File: config.mk
export PLATFORM = sky130hd
export DESIGN_NAME = sfw_top
export DESIGN_NICKNAME = d
export VERILOG_FILES = /design/src/design/sfw_pkg.sv /design/src/design/sfw_sync.sv /design/src/design/sfw_top.sv
export VERILOG_INCLUDE_DIRS = /design/src /design/src/design
export SDC_FILE = /design/constraint.sdc
export NUM_CORES = 1
export LEC_CHECK = 0
export ABC_CLOCK_PERIOD_IN_PS = 23900
export BUFFER_PORTS_ARGS = -buffer_cell sky130_fd_sc_hd__clkbuf_2
export CAP_MARGIN = 10
export CORE_AREA = 2 2 234 236
export CTS_CLUSTER_SIZE = 28
export DETAILED_ROUTE_END_ITERATION = 6
export DIE_AREA = 0 0 236 238
export HOLD_SLACK_MARGIN = 0.08
export PLACE_DENSITY = 0.64
export REMOVE_ABC_BUFFERS = 1
export SYNTH_ARGS = -nofsm -noshare
export SYNTH_HDL_FRONTEND = slang
export SYNTH_SLANG_ARGS = --single-unit
File: constraint.sdc
create_clock -name clk -period 23.9 [get_ports clk]
set_clock_uncertainty 0.2 [all_clocks]
set_input_delay 2.39 -clock clk [delete_from_list [all_inputs] [get_ports clk]]
set_output_delay 2.39 -clock clk [all_outputs]
set_load 0.005 [all_outputs]
File: src/design/sfw_cfg.svh
`ifndef SFW_CFG_SVH
`define SFW_CFG_SVH
// fifo geometry defaults
`define SFW_DATA_W      8
`define SFW_DEPTH       16
`define SFW_NUM_FIFO    4
`define SFW_SEL_W       2
// strobe timing (ns) and clock period (ns)
`define SFW_CLK_NS      40
`define SFW_WR_HIGH_NS  70
`define SFW_CYC_UP(ns)  (((ns) + `SFW_CLK_NS - 1) / `SFW_CLK_NS)
`endif

File: src/design/sfw_pkg.sv
package sfw_pkg;
  typedef enum logic [1:0] {
    SFW_IDLE,
    SFW_WR_LOW,
    SFW_PE_LOW
  } sfw_state_t;
endpackage

File: src/design/sfw_sync.sv
`timescale 1ns/1ns
// two-flop synchroniser for a bundle of async levels
module sfw_sync #(
  parameter int W   = 1,
  parameter logic [W-1:0] RST = '0
) (
  // clock and reset
  input  wire logic         clk,
  input  wire logic         rst_n,
  // levels
  input  wire logic [W-1:0] d,
  output logic      [W-1:0] q
);
  typedef struct packed {
    logic [W-1:0] s1;
    logic [W-1:0] s2;
  } sfw_sync_st_t;

  sfw_sync_st_t st_r;
  sfw_sync_st_t st_nxt;

  always_comb begin
    st_nxt    = st_r;
    st_nxt.s1 = d;
    st_nxt.s2 = st_r.s1;
  end

  always_ff @(posedge clk or negedge rst_n) begin
    if (!rst_n) begin
      st_r <= {RST, RST};
    end else begin
      st_r <= st_nxt;
    end
  end

  assign q = st_r.s2;
endmodule

File: src/design/sfw_top.sv
`timescale 1ns/1ns
`include "sfw_cfg.svh"
module sfw_top #(
  parameter int DATA_W   = `SFW_DATA_W,
  parameter int DEPTH    = `SFW_DEPTH,
  parameter int NUM_FIFO = `SFW_NUM_FIFO,
  parameter int SEL_W    = `SFW_SEL_W
) (
  // clock and reset
  input  wire logic                      clk,
  input  wire logic                      arst_n,
  // external master pins (active low strobes)
  input  wire logic                      fifo_write_strobe_n,
  input  wire logic                      packet_commit_strobe_n,
  input  wire logic                      port_chip_select_n,
  input  wire logic [SEL_W-1:0]          fifo_select_bits,
  input  wire logic [DATA_W-1:0]         fifo_data,
  // flags of the selected fifo
  output logic                           fifo_full,
  output logic                           fifo_empty,
  // drain side: host takes committed packets
  output logic                           pkt_valid,
  output logic [SEL_W-1:0]               pkt_fifo,
  output logic [$clog2(DEPTH+1)-1:0]     pkt_len,
  input  wire logic                      pkt_taken,
  // per-fifo byte read port for the host engine
  input  wire logic [SEL_W-1:0]          rd_fifo,
  input  wire logic [$clog2(DEPTH)-1:0]  rd_idx,
  output logic [DATA_W-1:0]              rd_data,
  // misuse seen on the pins
  output logic                           strobe_clash
);
  localparam int AW = $clog2(DEPTH);
  localparam int CW = $clog2(DEPTH + 1);
  localparam int PW = DATA_W + SEL_W;

  // -------------------------------------------------------------
  // reset release and pin synchronisers
  // -------------------------------------------------------------
  logic [1:0] rst_sh_r;
  logic       rst_n;

  always_ff @(posedge clk or negedge arst_n) begin
    if (!arst_n) begin
      rst_sh_r <= 2'h0;
    end else begin
      rst_sh_r <= {rst_sh_r[0], 1'b1};
    end
  end
  assign rst_n = rst_sh_r[1];

  logic       wr_s;
  logic       pe_s;
  logic       cs_s;
  logic [2:0] strb_q;

  // active-high internal copies, synchronised before any edge logic
  sfw_sync #(.W(3), .RST(3'h0)) u_sync_strb (
    .clk   (clk),
    .rst_n (rst_n),
    .d     ({~fifo_write_strobe_n, ~packet_commit_strobe_n, ~port_chip_select_n}),
    .q     (strb_q)
  );
  assign wr_s = strb_q[2];
  assign pe_s = strb_q[1];
  assign cs_s = strb_q[0];

  // data and select follow the same two-flop path so they align with the strobe edge
  logic [PW-1:0] bus_q;
  sfw_sync #(.W(PW), .RST('0)) u_sync_bus (
    .clk   (clk),
    .rst_n (rst_n),
    .d     ({fifo_select_bits, fifo_data}),
    .q     (bus_q)
  );

  // -------------------------------------------------------------
  // state
  // -------------------------------------------------------------
  typedef struct packed {
    sfw_pkg::sfw_state_t            st;
    logic [NUM_FIFO-1:0][AW-1:0]    wptr;
    logic [NUM_FIFO-1:0][CW-1:0]    cnt;
    logic [NUM_FIFO-1:0][DEPTH-1:0][DATA_W-1:0] mem;
    logic [PW-1:0]                  bus_hold;
    logic                           full;
    logic                           empty;
    logic                           pvalid;
    logic [SEL_W-1:0]               pfifo;
    logic [CW-1:0]                  plen;
    logic [DATA_W-1:0]              rdata;
    logic                           clash;
  } sfw_st_t;

  sfw_st_t s_r;
  sfw_st_t s_nxt;

  function automatic logic [AW-1:0] ptr_inc(input logic [AW-1:0] p);
    ptr_inc = (p == AW'(DEPTH - 1)) ? '0 : AW'(p + 1'b1);
  endfunction

  logic [SEL_W-1:0] sel_now;
  logic [SEL_W-1:0] sel_hold;
  assign sel_now  = bus_q[PW-1:DATA_W];
  assign sel_hold = s_r.bus_hold[PW-1:DATA_W];

  // -------------------------------------------------------------
  // next state
  // -------------------------------------------------------------
  always_comb begin
    s_nxt       = s_r;
    s_nxt.clash = wr_s & pe_s;
    if (pkt_taken && s_r.pvalid) begin
      s_nxt.pvalid = 1'b0;
      s_nxt.cnt[s_r.pfifo] = '0;
    end
    unique case (s_r.st)
      sfw_pkg::SFW_IDLE: begin
        if (wr_s && cs_s && !pe_s) begin
          s_nxt.st = sfw_pkg::SFW_WR_LOW;
        end else if (pe_s && cs_s && !wr_s) begin
          s_nxt.st       = sfw_pkg::SFW_PE_LOW;
          s_nxt.bus_hold = bus_q;
        end
      end
      sfw_pkg::SFW_WR_LOW: begin
        // keep latest bus sample; the byte is whatever stood before the release
        s_nxt.bus_hold = bus_q;
        if (!wr_s) begin
          s_nxt.st = sfw_pkg::SFW_IDLE;
          // store first, then post-increment; full fifo drops the byte
          if (s_r.cnt[sel_hold] != CW'(DEPTH)) begin
            s_nxt.mem[sel_hold][s_r.wptr[sel_hold]] = s_r.bus_hold[DATA_W-1:0];
            s_nxt.wptr[sel_hold] = ptr_inc(s_r.wptr[sel_hold]);
            s_nxt.cnt[sel_hold]  = CW'(s_nxt.cnt[sel_hold] + 1'b1);
          end
        end
      end
      sfw_pkg::SFW_PE_LOW: begin
        if (!pe_s) begin
          s_nxt.st = sfw_pkg::SFW_IDLE;
          // one packet in flight; a commit while one is still held is dropped
          if (!s_nxt.pvalid && s_r.cnt[sel_hold] != '0) begin
            s_nxt.pvalid = 1'b1;
            s_nxt.pfifo  = sel_hold;
            s_nxt.plen   = s_r.cnt[sel_hold];
          end
        end
      end
      default: s_nxt.st = sfw_pkg::SFW_IDLE;
    endcase
    // flags come from the next counts, so they move on the same edge as the count
    s_nxt.full  = (s_nxt.cnt[sel_now] == CW'(DEPTH));
    s_nxt.empty = (s_nxt.cnt[sel_now] == '0);
    s_nxt.rdata = s_r.mem[rd_fifo][rd_idx];
  end

  always_ff @(posedge clk or negedge rst_n) begin
    if (!rst_n) begin
      s_r       <= '0;
      s_r.st    <= sfw_pkg::SFW_IDLE;
      s_r.empty <= 1'b1;
    end else begin
      s_r <= s_nxt;
    end
  end

  assign fifo_full    = s_r.full;
  assign fifo_empty   = s_r.empty;
  assign pkt_valid    = s_r.pvalid;
  assign pkt_fifo     = s_r.pfifo;
  assign pkt_len      = s_r.plen;
  assign rd_data      = s_r.rdata;
  assign strobe_clash = s_r.clash;

  // -------------------------------------------------------------
  // checks
  // -------------------------------------------------------------
  logic [SEL_W-1:0] h_sel;
  assign h_sel = sel_hold;

  property p_wr_store;
    @(posedge clk) disable iff (!rst_n)
    (s_r.st == sfw_pkg::SFW_WR_LOW && !wr_s && s_r.cnt[h_sel] != CW'(DEPTH))
      |=> (s_r.wptr[$past(h_sel)] == ptr_inc($past(s_r.wptr[h_sel])));
  endproperty
  a_wr_store: assert property (p_wr_store) else $error("pointer did not advance after write");

  property p_wr_data;
    @(posedge clk) disable iff (!rst_n)
    (s_r.st == sfw_pkg::SFW_WR_LOW && !wr_s && s_r.cnt[h_sel] != CW'(DEPTH))
      |=> (s_r.mem[$past(h_sel)][$past(s_r.wptr[h_sel])] == $past(s_r.bus_hold[DATA_W-1:0]));
  endproperty
  a_wr_data: assert property (p_wr_data) else $error("written byte not stored");

  property p_flag;
    @(posedge clk) disable iff (!rst_n)
    (s_r.st == sfw_pkg::SFW_WR_LOW && !wr_s && $stable(sel_now) && sel_now == h_sel)
      |-> ##[1:2] !fifo_empty;
  endproperty
  a_flag: assert property (p_flag) else $error("empty flag stayed after write");

  property p_commit;
    @(posedge clk) disable iff (!rst_n)
    (s_r.st == sfw_pkg::SFW_PE_LOW && !pe_s && !s_r.pvalid && s_r.cnt[h_sel] != '0)
      |=> pkt_valid && pkt_len == $past(s_r.cnt[h_sel]);
  endproperty
  a_commit: assert property (p_commit) else $error("packet end did not commit");

  property p_cs;
    @(posedge clk) disable iff (!rst_n)
    (s_r.st == sfw_pkg::SFW_IDLE && wr_s && !cs_s) |=> s_r.st == sfw_pkg::SFW_IDLE;
  endproperty
  a_cs: assert property (p_cs) else $error("write started without chip select");

  property p_clash;
    @(posedge clk) disable iff (!rst_n)
    (wr_s && pe_s) |=> strobe_clash;
  endproperty
  a_clash: assert property (p_clash) else $error("strobe overlap not flagged");
endmodule

Yosys cells after proc, flatten, opt, wreduce, memory -nomap -nowiden
Index checks and enable logic that the tools add are counted.

Flip-flop bits (word level): 607. Input port bits: 22. Output and inout port bits: 19.

Add/subtract/negate cells: 2. Magnitude comparators: 9. Equal/unequal tests: 10. Multiplexer cells: 41. Bitwise logic cells: 8. Reductions and logical operators: 20.

Operators by type and width (count): 2-to-1 mux 550 bit (1); 2-to-1 mux 548 bit (1); 2-to-1 mux 532 bit (1); bitwise mux 512 bit (1); binary-select mux 128 bit (select 2 bit) (1); demux 128 bit (select 2 bit) (1); 2-to-1 mux 128 bit (2); 2-to-1 mux 8 bit (5); binary-select mux 8 bit (select 4 bit) (1); demux 8 bit (select 4 bit) (1); binary-select mux 5 bit (select 2 bit) (3); 2-to-1 mux 5 bit (5); AND 20 bit (1); bitwise mux 20 bit (1); demux 5 bit (select 2 bit) (2); 2-to-1 mux 10 bit (2); 2-to-1 mux 20 bit (1); NOT 20 bit (1); case mux 10 bit (2 select lines) (1); bitwise mux 16 bit (1); less-than comparator 2 x 3 -> 1 bit (second input constant) (4); 2-to-1 mux 4 bit (3); AND reduction 3 bit (4); less-than comparator 4 x 5 -> 1 bit (second input constant) (2); other kinds (24) (44).

Depth between registers and ports, before layout
Word-level depth: 17. Mapped depth: 12. Mapped depth without buffers: 10.

Modules after synthesis
From an unflattened synthesis, not the netlist that was laid out.

Cell total of the unflattened synthesis: 1725. Area, all modules: 27318.7 um2.

Modules (own cells, without submodules): sfw_top (times used 1, cells an instance 1699, area an instance 26668.1 um2, sequential area each 14540.2 um2); sfw_sync at u_sync_bus (times used 1, cells an instance 20, area an instance 500.5 um2, sequential area each 500.5 um2); sfw_sync at u_sync_strb (times used 1, cells an instance 6, area an instance 150.1 um2, sequential area each 150.1 um2).

Worst setup path before layout
OpenSTA, ideal clock, no wires.

Path type: input port to flip-flop. Start: in rd_fifo[0]. End: reg s_r (netlist bit rd_data[0]). Setup time: 0.138 ns. Arrival: 4.666 ns. Setup slack: 18.896 ns. Stages: 5. Cell sequence: buf_2 > buf_1 > mux4_2 > mux4_2 > mux4_2.

RTL lines: from (decl) (line sfw_top.sv:27) `input wire logic [SEL_W-1:0] rd_fifo,`; to (signal assigned) (line sfw_top.sv:164) `s_r <= s_nxt;`; to (decl) (line sfw_top.sv:95) `sfw_st_t s_r;`.

==> results.yml <==
worst_setup_path:
  path_cells: "buf_4, buf_4, buf_4, mux4_2, mux4_2, mux4_2"
  slowest_delay_ps: 810
  cp_max_fo: 57
  critPathTopFamily: "buffers and inverters"
  critical_path_class: "primary input to register"
  arrival_ps: 5800
  path_buf_inv: 3
  slowest_stage: "buf_4"
  ff2ff_setup_slack_ps: 19680
  required_ps: 24160
  end_kind: "register"
  cp-start-kind: "primary input"
cts:
  hold_buffers: 0
  cts-root-buf: "clkbuf_16"
  cts_buffers: 66
  htreeDepth: 3
  clk_latency_ps: 590
  cts.repair.resized: 0
  cts_tree: "built"
  post_cts_buffers: 0
  clk_path_buf_depth: 3
  cts.clk_slew.worst_paths_ps: 60
  clkSinkCount: 607
global_route:
  grt_pass1_wl_mm: 101
  grtUsageTotal_pct: 24.0
  antenna_found_initial: 3
  grt_pass1_vias: 15841
  grt_overflow: 0
  grt_max_degree: 83
route:
  post_drt_wl_per_cell_um: 26.4
  drt-initial-drc-count: 1088
  routed_wl_mm: 64.6
  via_count: 14959
  drt_pre_antenna_iters: 5
  ant_nets: 0
  via_per_inst: 6.12
  drc_errors: 0
sta:
  rsz0062_at_grt: "no"
  setup_viol: 0
  hold_violations: 0
  relSlewSlack_pct: 19.4
  period_needed_ps: 5540
  post-route-period-util_pct: 23.2
  fmax_mhz: 181
  finalSetupTns_ps: 0
  setup_ws_ps: 18360
  maxSlewViolCount: 0
  worst_pin_slew_ps: 1210
floorplanning:
  die_h_um: 238
  core_area_sq_mm: 0.0535
  die_area_sq_mm: 0.0562
  rows: 85
  io_pins: 41
  initial_core_util_pct: 50.8
  die_w_um: 236
placement:
  gp_congestion: 0.801
  pre_cts_ws_ps: 17790
  dp_hpwl_mm: 40.0
  placed_cells: 2332
  dpl_cell_area_sq_mm: 0.0279
  portBuffers: 40
logic_synthesis:
  yosysMostFrequentCell: "dfrtp_1"
  synthAdderAreaFrac_pct: 0.230
  synth_seq_cells: 607
  ys.flop_type: "dfrtp_1"
  synth_xor_area_share_pct: 0.161
  synth_warnings: 0
  yosysUniqueCellTypes: 46
  synth_area_sq_mm: 0.0272
  async_flop_share_pct: 100
  yosys.area_share.simple_pct: 3.33
  synth_top_family_by_area: "multiplexers"
  syn_inst: 1703
  synthMuxAreaShare_pct: 36.8
  synthTopCellsByArea: "dfrtp_1 (56%), mux2_2 (22%), mux4_2 (15%)"
  yosysTopAreaCell: "dfrtp_1"
  synth_top_cell_area_share_pct: 55.8
  synth_compound_area_share_pct: 1.35
  synth-edff-count: 0
  synth_common_cells: "dfrtp_1 (606), mux2_2 (528), mux4_2 (178), clkbuf_1 (75), nor2_2 (42)"
  yosysSeqAreaShare_pct: 55.9
  avgSynthCellArea_sq_um: 16.0
power:
  power.leakage_nw: 14.1
  p_per_area_mw_per_mm2: 85.7
  ir_worst_vdd_mv: 0.0558
final_layout:
  drive_gt1_share_pct: 53.1
  diodes: 0
  layout.cells.non_filler: 2445
  final_cell_area_sq_mm: 0.0301
  final_nets: 1731
  area_growth_pct: 10.7
worst_hold_path:
  hp-class: "register to asynchronous set/reset pin"
run_status:
  status: "complete, no violations"
job:
  cap_violations: 0
per-layer routing:
layer	GRT usage, %	wire length [um]	up-vias
met3	4.48	3320	91
met1	35.1	29600	8174
met5	0	13	-
met4	7.33	1490	2
li1	-	-	6317
met2	36.9	30300	375
stage by stage:
step	hold WS (ps)	util (%)	total power, mW
2_1_floorplan	131	-	1.41
3_3_place_gp	133	52.2	1.55
3_5_place_dp	136	52.2	1.56
4_1_cts	145	56.3	2.60
5_1_grt	153	56.3	2.69
6_report	119	56.3	2.58
logic make-up after synthesis:
family	count (synthesis)
simple gates	171
xor+xnor	5
compound gates	61
fa+ha+maj	5
mux	710
buf+inv	143
flops	607
other cells	1
placed cells by master (no fill, tap or decap), drive strengths merged, types with 2 or more instances in the layout:
cell,instances
ha,5
a21oi,9
mux2,532
nor3b,3
clkbuf,136
buf,28
clkinv,10
a32oi,3
nand3b,4
o41ai,4
and2,2
xnor2,3
a31oi,3
inv,10
nand3,28
nand2,42
mux4,178
nand4b,4
nor3,2
bufinv,5
nor2b,5
nand4,3
o211ai,2
nor2,71
dfrtp,606
nand2b,3
xor2,2
o21ai,34
final cells by class:
class / instances / area (sq um)
clock inverters: 16 / 209
flip-flops and latches: 607 / 15200
inverters: 9 / 33.8
well taps: 696 / 871
fillers: 4182 / 23400
clock buffers: 97 / 1980
multi-input cells: 953 / 11400
repair buffers: 67 / 414
where the power goes:
group	switching, mW	internal [mW]	leakage, nW	total, mW
clock network	0.407	0.627	1.09	1.03
registers	0.0827	1.11	8.31	1.19
logic	0.203	0.146	4.67	0.349
total	0.693	1.89	14.1	2.58
final timing paths:
kind / cells past startpoint / from / to
worst max-delay path: 6 / rd_fifo[1] / rd_data[7]$_DFF_PN0_
worst min-delay path: 0 / rst_sh_r[1]$_DFF_PN0_ / u_sync_bus.q[7]$_DFF_PN0_
worst max register to register: 6 / h_sel[0]$_DFFE_PN0P_ / register
worst min register to register: 0 / rst_sh_r[1]$_DFF_PN0_ / u_sync_bus.q[7]$_DFF_PN0_
max in group asynchronous: 2 / rst_sh_r[1]$_DFF_PN0_ / asynchronous set/reset pin
min in group clk: 0 / rst_sh_r[0]$_DFF_PN0_ / rst_sh_r[1]$_DFF_PN0_
Note: power is estimated with default switching activity, not from simulation.
